==> src/hw/touch_seq_pkg.sv <==
// constants, types and lookups shared by the touch converter sequencer
package touch_seq_pkg;
  // register indices on the codec register port
  localparam logic [6:0] ADDR_WAKE = 7'h52;
  localparam logic [6:0] ADDR_PIN_STATUS = 7'h54;
  localparam logic [6:0] ADDR_PIN_FUNC = 7'h56;
  localparam logic [6:0] ADDR_MEASURE = 7'h74;
  localparam logic [6:0] ADDR_TIMING = 7'h76;
  localparam logic [6:0] ADDR_MASK_CTRL = 7'h78;
  localparam logic [6:0] ADDR_RESULT = 7'h7a;
  // field positions
  localparam int WAKE_READY_BIT = 12;
  localparam int STATUS_READY_BIT = 12;
  localparam int PIN_FUNC_BIT = 4;
  localparam int PAIR_BIT = 0;
  localparam int SLOT_EN_BIT = 3;
  localparam int SLOT_SEL_LO = 0;
  localparam int SETTLE_LO = 4;
  localparam int RATE_LO = 8;
  localparam int CONT_BIT = 10;
  localparam int GATE_LO = 6;
  localparam int POLL_BIT = 8;
  localparam int POWER_LO = 12;
  // reset values
  localparam logic [15:0] MEASURE_RST = 16'h0000;
  localparam logic [15:0] TIMING_RST = 16'h0006;
  localparam logic [15:0] MASK_CTRL_RST = 16'h0000;
  localparam logic [15:0] WAKE_RST = 16'h0000;
  localparam logic [15:0] PIN_FUNC_RST = 16'h01fc;
  // codes
  localparam logic [3:0] SETTLE_NONE = 4'hf;
  localparam logic [2:0] SRC_NONE = 3'h0;
  localparam logic [2:0] SRC_X = 3'h1;
  localparam logic [2:0] SRC_Y = 3'h2;
  localparam logic [2:0] SRC_PRESS = 3'h3;
  localparam logic [1:0] GATE_OFF = 2'h0;
  localparam logic [1:0] GATE_LEVEL = 2'h1;
  localparam logic [1:0] GATE_EDGE = 2'h2;
  localparam logic [1:0] GATE_SYNC = 2'h3;
  localparam int PAIR_GROUP = 3;
  localparam logic [8:0] CONV_FRAMES = 9'h001;
  localparam logic [8:0] PRESS_FRAMES = 9'h002;

  typedef struct packed {
    logic pen;
    logic [2:0] src;
    logic [11:0] data;
  } result_word_t;

  typedef enum logic [2:0] {
    ST_IDLE = 3'b000,
    ST_GATE = 3'b001,
    ST_SETTLE = 3'b010,
    ST_CONV = 3'b011,
    ST_DONE = 3'b100
  } seq_state_t;

  // frames of settling wait per code
  function automatic logic [8:0] settle_frames(input logic [3:0] code);
    case (code)
      4'h0: settle_frames = 9'h001;
      4'h1: settle_frames = 9'h002;
      4'h2: settle_frames = 9'h004;
      4'h3: settle_frames = 9'h008;
      4'h4: settle_frames = 9'h010;
      4'h5: settle_frames = 9'h020;
      4'h6: settle_frames = 9'h030;
      4'h7: settle_frames = 9'h040;
      4'h8: settle_frames = 9'h060;
      4'h9: settle_frames = 9'h080;
      4'ha: settle_frames = 9'h0a0;
      4'hb: settle_frames = 9'h0c0;
      4'hc: settle_frames = 9'h0e0;
      4'hd: settle_frames = 9'h100;
      4'he: settle_frames = 9'h120;
      default: settle_frames = 9'h000;
    endcase
  endfunction

  // frames between measurement sets per rate code
  function automatic logic [9:0] rate_frames(input logic [1:0] code);
    case (code)
      2'h0: rate_frames = 10'h200;
      2'h1: rate_frames = 10'h190;
      2'h2: rate_frames = 10'h138;
      default: rate_frames = 10'h100;
    endcase
  endfunction
endpackage

==> src/hw/frame_timer.sv <==
// down counter of link frames, reports the frame on which it runs out
module frame_timer #(
  parameter int W = 9
) (
  // clock and reset
  input wire logic mclk,
  input wire logic rst,
  // control
  input wire logic load_i,
  input wire logic [W-1:0] value_i,
  input wire logic tick_i,
  input wire logic hold_i,
  // status
  output logic done_o
);
  logic [W-1:0] count_q;
  logic busy_q;
  logic last;

  assign last = busy_q && tick_i && !hold_i && count_q <= W'(1);
  assign done_o = last;

  always_ff @(posedge mclk) begin
    if (rst) begin
      count_q <= '0;
      busy_q <= 1'b0;
    end else if (load_i) begin
      count_q <= value_i;
      busy_q <= 1'b1;
    end else if (last) begin
      count_q <= '0;
      busy_q <= 1'b0;
    end else if (busy_q && tick_i && !hold_i) begin
      count_q <= count_q - W'(1);
    end
  end
endmodule // frame_timer

==> src/hw/pin_sync.sv <==
// two-flop synchroniser with edge detection for one outside input
module pin_sync (
  // clock and reset
  input wire logic mclk,
  input wire logic rst,
  // pin side
  input wire logic pin_i,
  // synchronised side
  output logic level_o,
  output logic rise_o,
  output logic fall_o
);
  logic meta_q;
  logic sync_q;
  logic last_q;

  always_ff @(posedge mclk) begin
    if (rst) begin
      meta_q <= 1'b0;
      sync_q <= 1'b0;
      last_q <= 1'b0;
    end else begin
      meta_q <= pin_i;
      sync_q <= meta_q;
      last_q <= sync_q;
    end
  end

  assign level_o = sync_q;
  assign rise_o = sync_q & ~last_q;
  assign fall_o = ~sync_q & last_q;
endmodule // pin_sync

==> src/hw/touch_settle_sequencer.sv <==
// touch and auxiliary converter sequencer: settling, gating, ready flag
// Operation
// - settle code 0-5 waits 1..32 frames, 6-14 waits 48..288 frames
// - code all ones: no wait, drive held on, sampling starts at once
// - measurement ends settle plus one frame, pressure plus two frames
// - zero-settle code forces single measurements despite pair mode
// - zero-settle with X, Y or pressure keeps panel drive always on
// - zero-settle in continuous mode samples faster than the rate
// - gate mode 00: mask pin ignored, its input disabled
// - gate mode 01: mask high halts conversions, low has no effect
// - gate mode 10: mask edges postpone conversions by settle wait
// - gate mode 11: each conversion waits for a mask edge, except with the zero-settle code
// - ready flag holds until result read, or sent in slot
// - flag after every conversion, or after three in pair mode
// - flag raises wake request only when its wake enable is set
// - flag drives shared pin only when pin function select is zero
// - pin status reads return the ready flag at bit 12
// - continuous mode cycles aux1..aux4 in order; polling runs the same set once
// - select register: aux4..aux1 at bits 7..4, pair mode bit 0
// - rate code 00..11 starts a set every 512/400/312/256 frames
// - result carries 3-bit source code, 12-bit sample, pen bit
module touch_settle_sequencer
  import touch_seq_pkg::*;
(
  // clock and reset
  input wire logic mclk,
  input wire logic rst,
  // codec register port
  input wire logic reg_wr_i,
  input wire logic reg_rd_i,
  input wire logic [6:0] reg_addr_i,
  input wire logic [15:0] reg_wdata_i,
  output logic [15:0] reg_rdata_o,
  // link frame sync and slot return
  input wire logic frame_sync_i,
  input wire logic slot_sent_i,
  output logic slot_valid_o,
  output logic [2:0] slot_number_o,
  output touch_seq_pkg::result_word_t slot_word_o,
  // converter and panel drive
  input wire logic [11:0] adc_data_i,
  input wire logic pen_down_i,
  output logic drive_on_o,
  output logic adc_sample_o,
  output logic [2:0] adc_source_o,
  // shared mask / ready pin and wake request
  input wire logic gate_pin_i,
  output logic ready_pin_o,
  output logic ready_pin_oe_o,
  output logic wake_req_o
);
  import touch_seq_pkg::*;

  logic [15:0] measure_q;
  logic [15:0] timing_q;
  logic [15:0] mask_ctrl_q;
  logic [15:0] wake_q;
  logic [15:0] pin_func_q;
  logic poll_q;
  seq_state_t state_q;
  logic [2:0] src_q;
  logic [2:0] extra_q;
  logic [1:0] item_q;
  logic [9:0] rate_cnt_q;
  logic rate_hit_q;
  logic result_ready_flag_q;
  result_word_t res_q [PAIR_GROUP];
  logic [1:0] rd_idx_q;
  logic [1:0] res_last_q;

  logic frame_tick;
  logic gate_level;
  logic gate_rise;
  logic gate_fall;
  logic gate_edge;
  logic [3:0] settle_wait_code;
  logic [1:0] gate_input_mode;
  logic [1:0] conversion_rate;
  logic [2:0] return_slot_select;
  logic [1:0] converter_power_mode;
  logic [7:1] measure_select;
  logic continuous_mode;
  logic slot_return_enable;
  logic pair_eff;
  logic zero_settle;
  logic halted;
  logic start_set;
  logic tmr_load;
  logic [8:0] tmr_value;
  logic tmr_done;
  logic conv_done;
  logic [2:0] first_src;
  logic [2:0] next_src;
  logic [2:0] next_extra;
  logic set_end;
  logic result_read;
  logic result_take;
  logic flag_set;

  assign settle_wait_code = timing_q[SETTLE_LO +: 4];
  assign conversion_rate = timing_q[RATE_LO +: 2];
  assign continuous_mode = timing_q[CONT_BIT];
  assign slot_return_enable = timing_q[SLOT_EN_BIT];
  assign return_slot_select = timing_q[SLOT_SEL_LO +: 3];
  assign gate_input_mode = mask_ctrl_q[GATE_LO +: 2];
  assign converter_power_mode = mask_ctrl_q[POWER_LO +: 2];
  assign measure_select = measure_q[7:1];
  assign zero_settle = settle_wait_code == SETTLE_NONE;
  assign pair_eff = measure_q[PAIR_BIT] && !zero_settle;

  // frame sync and mask pin cross into mclk first
  pin_sync u_frame_sync (
    .mclk(mclk),
    .rst(rst),
    .pin_i(frame_sync_i),
    .level_o(),
    .rise_o(frame_tick),
    .fall_o()
  );

  pin_sync u_gate_sync (
    .mclk(mclk),
    .rst(rst),
    .pin_i(gate_pin_i),
    .level_o(gate_level),
    .rise_o(gate_rise),
    .fall_o(gate_fall)
  );

  // mask pin has no effect in mode 00
  assign gate_edge = (gate_rise | gate_fall) &&
    gate_input_mode != GATE_OFF;
  assign halted = gate_input_mode == GATE_LEVEL && gate_level;

  // first enabled source above a given one, zero if none
  function automatic logic [2:0] next_enabled(input logic [7:1] sel,
                                              input logic [2:0] after);
    logic [2:0] r;
    r = SRC_NONE;
    for (int i = 7; i >= 1; i--) begin
      if (sel[i] && 3'(i) > after) begin
        r = 3'(i);
      end
    end
    return r;
  endfunction

  // pair mode extra measurement alternates among enabled sources
  always_comb begin
    next_extra = next_enabled(measure_select, extra_q);
    if (next_extra == SRC_NONE) begin
      next_extra = next_enabled(measure_select, SRC_NONE);
    end
    if (pair_eff) begin
      first_src = SRC_X;
    end else begin
      first_src = next_enabled(measure_select, SRC_NONE);
    end
    if (pair_eff) begin
      next_src = item_q == 2'd0 ? SRC_Y : next_extra;
      set_end = item_q == 2'(PAIR_GROUP - 1);
    end else begin
      next_src = next_enabled(measure_select, src_q);
      set_end = next_src == SRC_NONE;
    end
  end

  // set start: rate tick in continuous mode, back to back when no settle
  assign start_set = state_q == ST_IDLE && !halted &&
    converter_power_mode != 2'h0 && measure_select != 7'h00 &&
    (poll_q || (continuous_mode && (rate_hit_q || zero_settle)));

  always_ff @(posedge mclk) begin
    if (rst) begin
      rate_cnt_q <= '0;
      rate_hit_q <= 1'b0;
    end else begin
      if (start_set) begin
        rate_hit_q <= 1'b0;
      end
      if (frame_tick && continuous_mode) begin
        if (rate_cnt_q >= rate_frames(conversion_rate) - 10'd1) begin
          rate_cnt_q <= '0;
          rate_hit_q <= 1'b1;
        end else begin
          rate_cnt_q <= rate_cnt_q + 10'd1;
        end
      end else if (!continuous_mode) begin
        rate_cnt_q <= '0;
        rate_hit_q <= 1'b0;
      end
    end
  end

  // one timer serves settling and conversion time
  always_comb begin
    tmr_load = 1'b0;
    tmr_value = settle_frames(settle_wait_code);
    if (state_q == ST_SETTLE && gate_edge &&
        gate_input_mode == GATE_EDGE) begin
      tmr_load = 1'b1;
    end else if (state_q == ST_SETTLE && tmr_done) begin
      tmr_load = 1'b1;
      tmr_value = src_q == SRC_PRESS ? PRESS_FRAMES : CONV_FRAMES;
    end else if (state_q == ST_GATE && gate_edge) begin
      tmr_load = 1'b1;
    end else if (state_q == ST_DONE && !set_end) begin
      tmr_load = gate_input_mode != GATE_SYNC && !zero_settle;
    end else if (start_set) begin
      tmr_load = gate_input_mode != GATE_SYNC && !zero_settle;
    end
    if ((start_set || (state_q == ST_DONE && !set_end)) && zero_settle) begin
      tmr_load = 1'b1;
      tmr_value = (start_set ? first_src : next_src) == SRC_PRESS ?
        PRESS_FRAMES : CONV_FRAMES;
    end
  end

  frame_timer #(.W(9)) u_timer (
    .mclk(mclk),
    .rst(rst),
    .load_i(tmr_load),
    .value_i(tmr_value),
    .tick_i(frame_tick),
    .hold_i(halted),
    .done_o(tmr_done)
  );

  assign conv_done = state_q == ST_CONV && tmr_done;

  // measurement sequencing
  always_ff @(posedge mclk) begin
    if (rst) begin
      state_q <= ST_IDLE;
      src_q <= SRC_NONE;
      extra_q <= SRC_NONE;
      item_q <= 2'd0;
    end else begin
      case (state_q)
        ST_IDLE: begin
          if (start_set) begin
            src_q <= first_src;
            item_q <= 2'd0;
            if (zero_settle) begin
              state_q <= ST_CONV;
            end else if (gate_input_mode == GATE_SYNC) begin
              state_q <= ST_GATE;
            end else begin
              state_q <= ST_SETTLE;
            end
          end
        end
        ST_GATE: begin
          if (gate_edge) begin
            state_q <= ST_SETTLE;
          end
        end
        ST_SETTLE: begin
          if (tmr_done && !tmr_load_restart()) begin
            state_q <= ST_CONV;
          end
        end
        ST_CONV: begin
          if (conv_done) begin
            state_q <= ST_DONE;
          end
        end
        ST_DONE: begin
          if (pair_eff && item_q == 2'(PAIR_GROUP - 1)) begin
            extra_q <= src_q;
          end
          if (set_end) begin
            state_q <= ST_IDLE;
          end else begin
            src_q <= next_src;
            item_q <= item_q + 2'd1;
            if (zero_settle) begin
              state_q <= ST_CONV;
            end else if (gate_input_mode == GATE_SYNC) begin
              state_q <= ST_GATE;
            end else begin
              state_q <= ST_SETTLE;
            end
          end
        end
        default: state_q <= ST_IDLE;
      endcase
    end
  end

  // an edge restart wins over the settling end in the same cycle
  function automatic logic tmr_load_restart();
    return gate_edge && gate_input_mode == GATE_EDGE;
  endfunction

  // results and ready flag
  assign result_read = reg_rd_i && reg_addr_i == ADDR_RESULT &&
    !slot_return_enable;
  assign result_take = result_read || (slot_return_enable && slot_sent_i);
  assign flag_set = state_q == ST_DONE &&
    (!pair_eff || item_q == 2'(PAIR_GROUP - 1));

  always_ff @(posedge mclk) begin
    if (rst) begin
      for (int i = 0; i < PAIR_GROUP; i++) begin
        res_q[i] <= '0;
      end
      rd_idx_q <= 2'd0;
      res_last_q <= 2'd0;
      result_ready_flag_q <= 1'b0;
    end else begin
      if (conv_done) begin
        res_q[pair_eff ? item_q : 2'd0] <=
          '{pen: pen_down_i, src: src_q, data: adc_data_i};
      end
      if (flag_set) begin
        result_ready_flag_q <= 1'b1;
        rd_idx_q <= 2'd0;
        res_last_q <= pair_eff ? 2'(PAIR_GROUP - 1) : 2'd0;
      end else if (result_take && result_ready_flag_q) begin
        if (rd_idx_q == res_last_q) begin
          result_ready_flag_q <= 1'b0;
        end else begin
          rd_idx_q <= rd_idx_q + 2'd1;
        end
      end
    end
  end

  // register writes; poll bit self-clears when its set ends
  always_ff @(posedge mclk) begin
    if (rst) begin
      measure_q <= MEASURE_RST;
      timing_q <= TIMING_RST;
      mask_ctrl_q <= MASK_CTRL_RST;
      wake_q <= WAKE_RST;
      pin_func_q <= PIN_FUNC_RST;
      poll_q <= 1'b0;
    end else begin
      if (reg_wr_i) begin
        case (reg_addr_i)
          ADDR_MEASURE: measure_q <= {8'h00, reg_wdata_i[7:0]};
          ADDR_TIMING: timing_q <= reg_wdata_i;
          ADDR_MASK_CTRL: mask_ctrl_q <= reg_wdata_i;
          ADDR_WAKE: wake_q <= reg_wdata_i;
          ADDR_PIN_FUNC: pin_func_q <= reg_wdata_i;
          default: ;
        endcase
      end
      if (reg_wr_i && reg_addr_i == ADDR_MASK_CTRL) begin
        poll_q <= reg_wdata_i[POLL_BIT];
      end else if (state_q == ST_DONE && set_end) begin
        poll_q <= 1'b0;
      end
    end
  end

  // register reads, answered one cycle after the strobe
  always_ff @(posedge mclk) begin
    if (rst) begin
      reg_rdata_o <= '0;
    end else if (reg_rd_i) begin
      case (reg_addr_i)
        ADDR_MEASURE: reg_rdata_o <= measure_q;
        ADDR_TIMING: reg_rdata_o <= timing_q;
        ADDR_MASK_CTRL: begin
          reg_rdata_o <= mask_ctrl_q;
          reg_rdata_o[POLL_BIT] <= poll_q;
        end
        ADDR_WAKE: reg_rdata_o <= wake_q;
        ADDR_PIN_FUNC: reg_rdata_o <= pin_func_q;
        ADDR_PIN_STATUS: begin
          reg_rdata_o <= '0;
          reg_rdata_o[STATUS_READY_BIT] <= result_ready_flag_q;
        end
        ADDR_RESULT: reg_rdata_o <= res_q[rd_idx_q];
        default: reg_rdata_o <= '0;
      endcase
    end
  end

  // pins, drive and converter outputs
  always_ff @(posedge mclk) begin
    if (rst) begin
      drive_on_o <= 1'b0;
      adc_sample_o <= 1'b0;
      adc_source_o <= SRC_NONE;
      ready_pin_o <= 1'b0;
      ready_pin_oe_o <= 1'b0;
      wake_req_o <= 1'b0;
      slot_valid_o <= 1'b0;
      slot_number_o <= 3'h0;
      slot_word_o <= '0;
    end else begin
      drive_on_o <= (src_q <= SRC_PRESS && src_q != SRC_NONE &&
        (state_q == ST_SETTLE || state_q == ST_CONV)) ||
        (zero_settle && measure_select[3:1] != 3'h0);
      adc_sample_o <= (state_q == ST_SETTLE && tmr_done &&
        !tmr_load_restart()) || (zero_settle && tmr_load &&
        state_q != ST_CONV);
      adc_source_o <= src_q;
      ready_pin_oe_o <= !pin_func_q[PIN_FUNC_BIT];
      ready_pin_o <= result_ready_flag_q &&
        !pin_func_q[PIN_FUNC_BIT];
      wake_req_o <= result_ready_flag_q && wake_q[WAKE_READY_BIT];
      slot_valid_o <= result_ready_flag_q && slot_return_enable &&
        !(slot_sent_i && rd_idx_q == res_last_q);
      slot_number_o <= return_slot_select;
      slot_word_o <= res_q[rd_idx_q];
    end
  end
endmodule // touch_settle_sequencer

==> config.mk <==
export PLATFORM = sky130hd
export DESIGN_NAME = touch_settle_sequencer
export DESIGN_NICKNAME = d
export VERILOG_FILES = /design/src/hw/touch_seq_pkg.sv /design/src/hw/frame_timer.sv /design/src/hw/pin_sync.sv /design/src/hw/touch_settle_sequencer.sv
export SDC_FILE = /design/constraint.sdc
export NUM_CORES = 1
export LEC_CHECK = 0
export BUFFER_PORTS_ARGS = -buffer_cell sky130_fd_sc_hd__buf_2
export CORE_MARGIN = 3
export CORE_UTILIZATION = 42
export DETAILED_ROUTE_END_ITERATION = 10
export PLACE_DENSITY = 0.65
export SYNTH_ARGS = -nofsm -noshare
export SYNTH_HDL_FRONTEND = slang
export SYNTH_SLANG_ARGS = --single-unit
==> constraint.sdc <==
create_clock -name mclk -period 7.1 [get_ports mclk]
set_clock_uncertainty 0.05 [all_clocks]
set_input_delay 0.355 -clock mclk [delete_from_list [all_inputs] [get_ports mclk]]
set_output_delay 0.355 -clock mclk [all_outputs]
set_load 0.05 [all_outputs]
# ---- After elaboration in Yosys (flattened, before gate mapping)
# Memories as Yosys holds them, arrays and structs flattened. A register that Yosys moved wholly into a read port is not among the register bits.
# Cells that the tools add are included.
dict set report word_totals {
  wordCells 283
  rom_bits 144
  regBits 160
  mem_bits_rw 48
  n_memories 2
  in_bits 43
}
dict set report classes {
  n_reduce_logical 99
  mux 88
  n_lt_le_gt_ge 17
  eq_ne 29
  n_addsub 5
  bitwise_logic 8
}
# name words width rd rd_ports_with_merged_regs wr line_no
set memory_table {}
lappend memory_table {{(name not given)} 16 9 1 1 0 touch_seq_pkg.sv:60} ;# case (code)
lappend memory_table {res_q 3 16 1 1 3 touch_settle_sequencer.sv:67} ;# result_word_t res_q [PAIR_GROUP];
# cell n
set op_table {}
lappend op_table {{16-bit case mux with 7 select lines} 1}
lappend op_table {{3-bit two-way mux} 33}
lappend op_table {{1-bit logical AND} 55}
lappend op_table {{9-bit two-way mux} 6}
lappend op_table {{10-bit two-way mux} 5}
lappend op_table {{7-bit equality test, second input constant} 7}
lappend op_table {{10-bit case mux with 3 select lines} 1}
lappend op_table {{3-bit greater-than comparator, first input constant} 8}
lappend op_table {{1-bit two-way mux} 24}
lappend op_table {{2-bit two-way mux} 12}
lappend op_table {{16-bit two-way mux} 1}
lappend op_table {{2-bit AND reduction} 8}
lappend op_table {{16-bit OR reduction} 1}
lappend op_table {{3-bit case mux with 5 select lines} 1}
lappend op_table {{2-bit nonzero test} 7}
lappend op_table {{3-bit by 2-bit equality test with 1-bit output, second input constant} 4}
lappend op_table {{2-bit by 3-bit greater-than comparator with 1-bit output, first input constant} 4}
lappend op_table {{10-bit by 1-bit adder with 10-bit output, second input constant} 1}
lappend op_table {{10-bit greater-or-equal comparator} 1}
lappend op_table {{2-bit != test, second input constant} 5}
lappend op_table {{10-bit by 1-bit subtractor with 10-bit output, second input constant} 1}
lappend op_table {{9-bit by 1-bit <= comparator with 1-bit output, second input constant} 1}
lappend op_table {{3-bit logical NOT} 3}
lappend op_table {{3-bit nonzero test} 3}
lappend op_table {{other kinds (25)} 53}

# ---- Depth between registers and ports, before layout
dict set report logic_depth {
  word_depth 22
  ltp_mapped 12
  mapped_depth_nobuf 10
}

# ---- By module
# A second synthesis with hierarchy kept.
dict set report unflattened {
  hier_cells 1126
  hier_area_um2 10721.5
}
# module area_per_inst_um2 instances cells_each
set modules_own_cells {}
lappend modules_own_cells {touch_settle_sequencer 9925.8 1 1034}
lappend modules_own_cells {frame_timer 613.1 1 76}
lappend modules_own_cells {pin_sync 91.3 2 8}

# ---- Worst setup path before layout
# Ideal clock, no wire load.
dict set report synth_path {
  kind {flip-flop to flip-flop}
  start {register timing_q[8]}
  end {register rate_cnt_q[7]}
  stages_incl_launch_ff 13
  setup_time_ps 86
  path_slack_ps 4424
  arrival_time_ps 2541
  path_cell_list {dfxtp_1 inv_1 ha_1 ha_1 a31o_2 a21o_1 a21oi_1 o2111a_1 and3_1 clkbuf_1 clkbuf_1 a21oi_1 a211oi_1}
}
dict set report synth_via {
  elab_chain_len 8
  elab_cells_between_ends 10
}
# element line_no
set synth_rtl {}
lappend synth_rtl {{start, declared} touch_settle_sequencer.sv:55} ;# logic [15:0] timing_q;
lappend synth_rtl {{start signal, assigned} touch_settle_sequencer.sv:343} ;# ADDR_TIMING: timing_q <= reg_wdata_i;
lappend synth_rtl {{2-bit equality test, or another cell as far along} touch_seq_pkg.sv:82} ;# case (code)
lappend synth_rtl {{10-bit case mux with 3 select lines *} touch_seq_pkg.sv:82}
lappend synth_rtl {{10-bit two-way mux *} touch_settle_sequencer.sv:181} ;# if (frame_tick && continuous_mode) begin
lappend synth_rtl {{10-bit two-way mux *} touch_settle_sequencer.sv:174} ;# if (rst) begin
lappend synth_rtl {{10-bit by 1-bit subtractor with 10-bit output *} touch_settle_sequencer.sv:182} ;# if (rate_cnt_q >= rate_frames(conversion_rate) - 10'd1) begin
lappend synth_rtl {{10-bit greater-or-equal comparator *} touch_settle_sequencer.sv:182}
lappend synth_rtl {{10-bit two-way mux *} touch_settle_sequencer.sv:182}
lappend synth_rtl {{10-bit two-way mux *} touch_settle_sequencer.sv:181}
lappend synth_rtl {{end signal, assigned} touch_settle_sequencer.sv:186} ;# rate_cnt_q <= rate_cnt_q + 10'd1;
lappend synth_rtl {{end, declared} touch_settle_sequencer.sv:64} ;# logic [9:0] rate_cnt_q;
# Every way passes the cells marked *; elsewhere a longest branch is shown, timed or not. The select of a mux whose other input is x is not followed.
# A chain may end at the register's enable or synchronous reset.

==> implementation parameters <==
Parameter                              Value

STA
  Endpoints failing hold    0
  Final Setup Violations    0
  Number of slew-limit violations in the final report    0
  Headroom to the max-slew limit    27.9%
  Worst Hold Margin    0.0158 ns
  Portion of the clock cycle consumed by the worst path in the final layout    51.2%
  Post-layout minimum cycle time    3.64 ns
  RSZ-0062 raised after global routing    no
  Peak clock frequency supported by timing    275 MHz
  Total negative slack    0 ns
  Slew of the pin with the lowest slew margin    1.08 ns

Placed design
  Number of buffers added on ports    86
  Cell area after placement    11,000 µm²
  Final HPWL from detailed placement    18,800 µm
  Instance count after placement with tap cells included    1,423
  GP Congestion    0.899

Power
  Power density over the cells    239 nW/µm²
  Peak supply drop    0.167 mV
  Overall power    2.86 mW
  Leakage power figure    4.48 nW

Worst setup path
  Startpoint kind of the worst setup timing path    flop
  Category of the worst setup path capture point    flop
  Data arrival, critical path    3.78 ns
  CP max FO    16
  Library cell appearing most often on the critical path    and3_1
  Maximum cell stage delay along the critical path    0.70 ns
  List of cells traversed by the critical path    nand3b_1 > and3_1 > and3_1 > nor3b_2 > nand3_1 > nor2_1 > or2_2
  Worst path slowest cell    nor2_1
  Family with the most delay on the worst path    simple AND/OR/NAND/NOR gates
  End of the worst register-to-register path    res_q[2][3]
  Worst Reg-to-Reg Cells    7
  Sum of buffers and inverters on the critical path    0
  Worst reg-to-reg setup slack    3.46 ns
  Critical Path RT    7.25 ns
  Path type of the worst setup path    flop to flop
  Beginning of the worst register-to-register path    mask_ctrl_q[7]

Floorplanning
  Floorplan die width    163 µm
  Count of pins on the block boundary    87
  Floorplan die area    26,600 µm²
  CORE AREA    23,800 µm²
  Height of the die    163 µm
  Initial core utilization    43.5%
  Placement Rows    56

Synthesis
  Net Count, Synth    1,144
  Predominant post-synthesis flop cell    dfxtp_1
  Cell area after synthesis    10,400 µm²
  Number of synthesized flops with an enable pin    64
  Average instance area after synthesis    9.56 µm²
  Simple logic cell fraction of the synthesized area    24.0%
  Count of warnings emitted by yosys    0
  Post-Synth Adder-Cell Area    2.05%
  Post-synthesis mux area share    4.55%
  Fraction of the mapped netlist area in compound gates    13.8%
  Number of synthesized register bits    233
  XOR/XNOR Fraction of Synth Area    0.845%
  Number of instances in the synthesized netlist    1,084
  Post-synthesis cell type count    81
  Share of async-settable or async-resettable flops after synthesis    0%
  Combinational family with the most area after synthesis    simple AND/OR/NAND/NOR gates
  Portion of the post-synthesis area used by sequential elements    51.2%

Clocking
  Buffer type at the clock tree root    clkbuf_16
  CTS buffer count    25
  Clock-pin slew of the registers on the worst-case setup and hold paths    0.06 ns
  Number of H-tree levels    1
  Cells resized by post-CTS repair    0
  Maximum clock path buffer count    3
  TritonCTS clock tree    built
  # clock sinks    233
  Skew-Pair Late Insertion Delay    0.54 ns
  Setup fix buffers added after clock tree synthesis    0

Final layout
  Final cell count without fillers    1,483
  Nets    1,206
  P&R area growth vs syn    15.4%
  Antenna diode count    0
  Layout cells sized above 1    15.4%
  Finished Cell Area    12,000 µm²

Detailed routing
  Post-Route M1 WL    12,700 µm
  Number of vias per cell after detailed routing    5.64
  Highest metal layer with signal wires    met4
  DRC violations left    0
  Wire length on met2    12,300 µm
  First-pass iteration count of the detailed router    6
  Wire length on met3    1720 µm
  DR vias    8,369
  Routed wirelength normalized by instance count    18.5 µm
  Number of design-rule violations left by the first detailed-router iteration    844
  Wire length after detailed routing    27,400 µm
  ANT nets after route    0

Hold path
  Number of cells on the worst hold path    1
  Min-Delay Path Class    primary input to flop
  Start point of the worst min-delay path    adc_data_i[8]
  Min-Delay Endpoint    res_q[3][8]

GRT
  Largest net degree at the start of global routing    75
  Combined global-route utilization of all metal layers    20.3%
  Antenna violations before repair    0
  Via count of the first global-routing pass    7,866
  Global-route wire length before repair    43,100 µm
  Overflow after GRT    0

Flow run
  Total of max-cap violations    0

Outcome
  Run status    finished clean
-- report_power, final --
part	internal, mW	switching [mW]	leakage, nW
sequential	1.38	0.0112	2.01
clock	0.772	0.548	0.424
combinational	0.0445	0.102	2.04
total	2.20	0.662	4.48
-- final cells by class --
type                            count  area [µm²]
Timing Repair Buffer              110         651
Multi-Input combinational cell    757        4690
Sequential cell                   233        5310
Fill cell                        2219       11900
Tap cell                          319         399
Clock buffer                       34         742
Clock inverter                     11         101
Inverter                           19        71.3
-- how the worst max path moves through the flow --
| stage | slack [ns] | depth (start not counted) | end | start |
|---|---|---|---|---|
| 5_1_grt | 3.22 | 7 | res_q[2][3] | mask_ctrl_q[7] |
| 6_report | 3.46 | 7 | res_q[2][3] | mask_ctrl_q[7] |
| 2_1_floorplan | 4.42 | 12 | rate_cnt_q[7] | timing_q[8] |
| 4_1_cts | 3.40 | 7 | res_q[2][3] | mask_ctrl_q[7] |
| 3_3_place_gp | 3.64 | 7 | res_q[2][15] | mask_ctrl_q[7] |
| 3_5_place_dp | 3.45 | 7 | res_q[2][2] | mask_ctrl_q[7] |
-- Yosys cell counts, drive strengths merged, types with 4 or more instances --
master,count,area [µm²]
clkbuf,66,249
dfxtp,169,3380
nand2b,11,68.8
mux4,16,360
a222oi,15,150
o21ai,19,98.9
or2,8,50.1
a22o,6,52.6
nor3,26,140
edfxtp,64,1920
a31oi,7,50.1
nand2,187,702
and2,55,344
nor2,65,244
a21oi,94,474
inv,18,67.6
mux2i,10,100
and3,10,62.6
xor2,6,52.6
nor3b,4,35.0
buf,9,51.3
nor4,10,75.1
o21a,4,30.0
xnor2,4,35.0
a21o,4,30.0
ha,17,213
nor2b,33,206
a311oi,11,96.3
nand3,28,140
nand3b,21,158
a22oi,11,82.6
nand4,15,93.8
a211oi,5,37.5
-- metal layers --
metal  up-vias  GRT usage [%]
met5         -              0
met4         0           6.23
met3        48           2.87
met2       288           31.6
met1      4035           29.3
li1       3998              -
-- registers in the layout, indices dropped and copies added (netlist names), 2 cells and up, named ones only --
name             flops
u_timer.count_q      9
pin_func_q          16
res_q               64
slot_number_o        3
mask_ctrl_q         15
item_q               2
reg_rdata_o         16
extra_q              3
wake_q              16
measure_q            8
adc_source_o         3
rd_idx_q             2
state_q              3
src_q                3
rate_cnt_q          10
timing_q            16
slot_word_o         16
-- repair_timing --
action	4_1_cts	5_1_grt
hold buffers	15	0
endpoints found under the hold margin	15	0
setup endpoints to repair	0	0
-- cell usage in the layout, fill, tap and decap left out, types with 4 or more instances in the layout --
cell type	synthesis	layout
and3_1	10	10
a222oi_1	15	15
a311oi_1	11	11
a22o_1	6	6
a211oi_1	5	5
nand2_1	187	187
and2_1	51	51
nor4_1	8	7
nand3b_1	21	21
clkinv_2	0	7
nand4_1	15	15
o21a_1	4	4
nor2_1	65	65
xnor2_1	4	4
and2_0	4	4
mux2i_1	10	10
nand2b_1	11	11
clkbuf_8	0	6
nand3_1	28	28
xor2_1	6	6
or2_2	8	8
a21o_1	4	4
edfxtp_1	64	64
a31oi_1	6	6
dlygate4sd3_1	0	15
dfxtp_1	169	169
inv_1	18	18
nor3_1	24	24
nor2b_1	33	33
buf_4	1	10
o21ai_0	18	18
a22oi_1	11	11
mux4_2	16	16
ha_1	17	17
clkbuf_16	0	26
a21oi_1	93	93
buf_2	5	85
-- per-stage QoR --
step | util [%] | setup slack [ns]
floorplan | - | 4.42
global placement | 46.0 | 3.64
detailed placement | 46.0 | 3.45
CTS | 50.2 | 3.40
global route | 50.2 | 3.22
finish | 50.2 | 3.46
-- cells by family (layout without fill, tap and decap cells) --
| group | Yosys count | count (layout) |
|---|---|---|
| compound gates | 212 | 212 |
| xor+xnor | 10 | 10 |
| fa+ha+maj | 17 | 17 |
| buf+inv | 94 | 174 |
| flops | 233 | 233 |
| mux | 27 | 27 |
| simple gates | 491 | 491 |
Note: power is estimated with default switching activity, not from simulation.
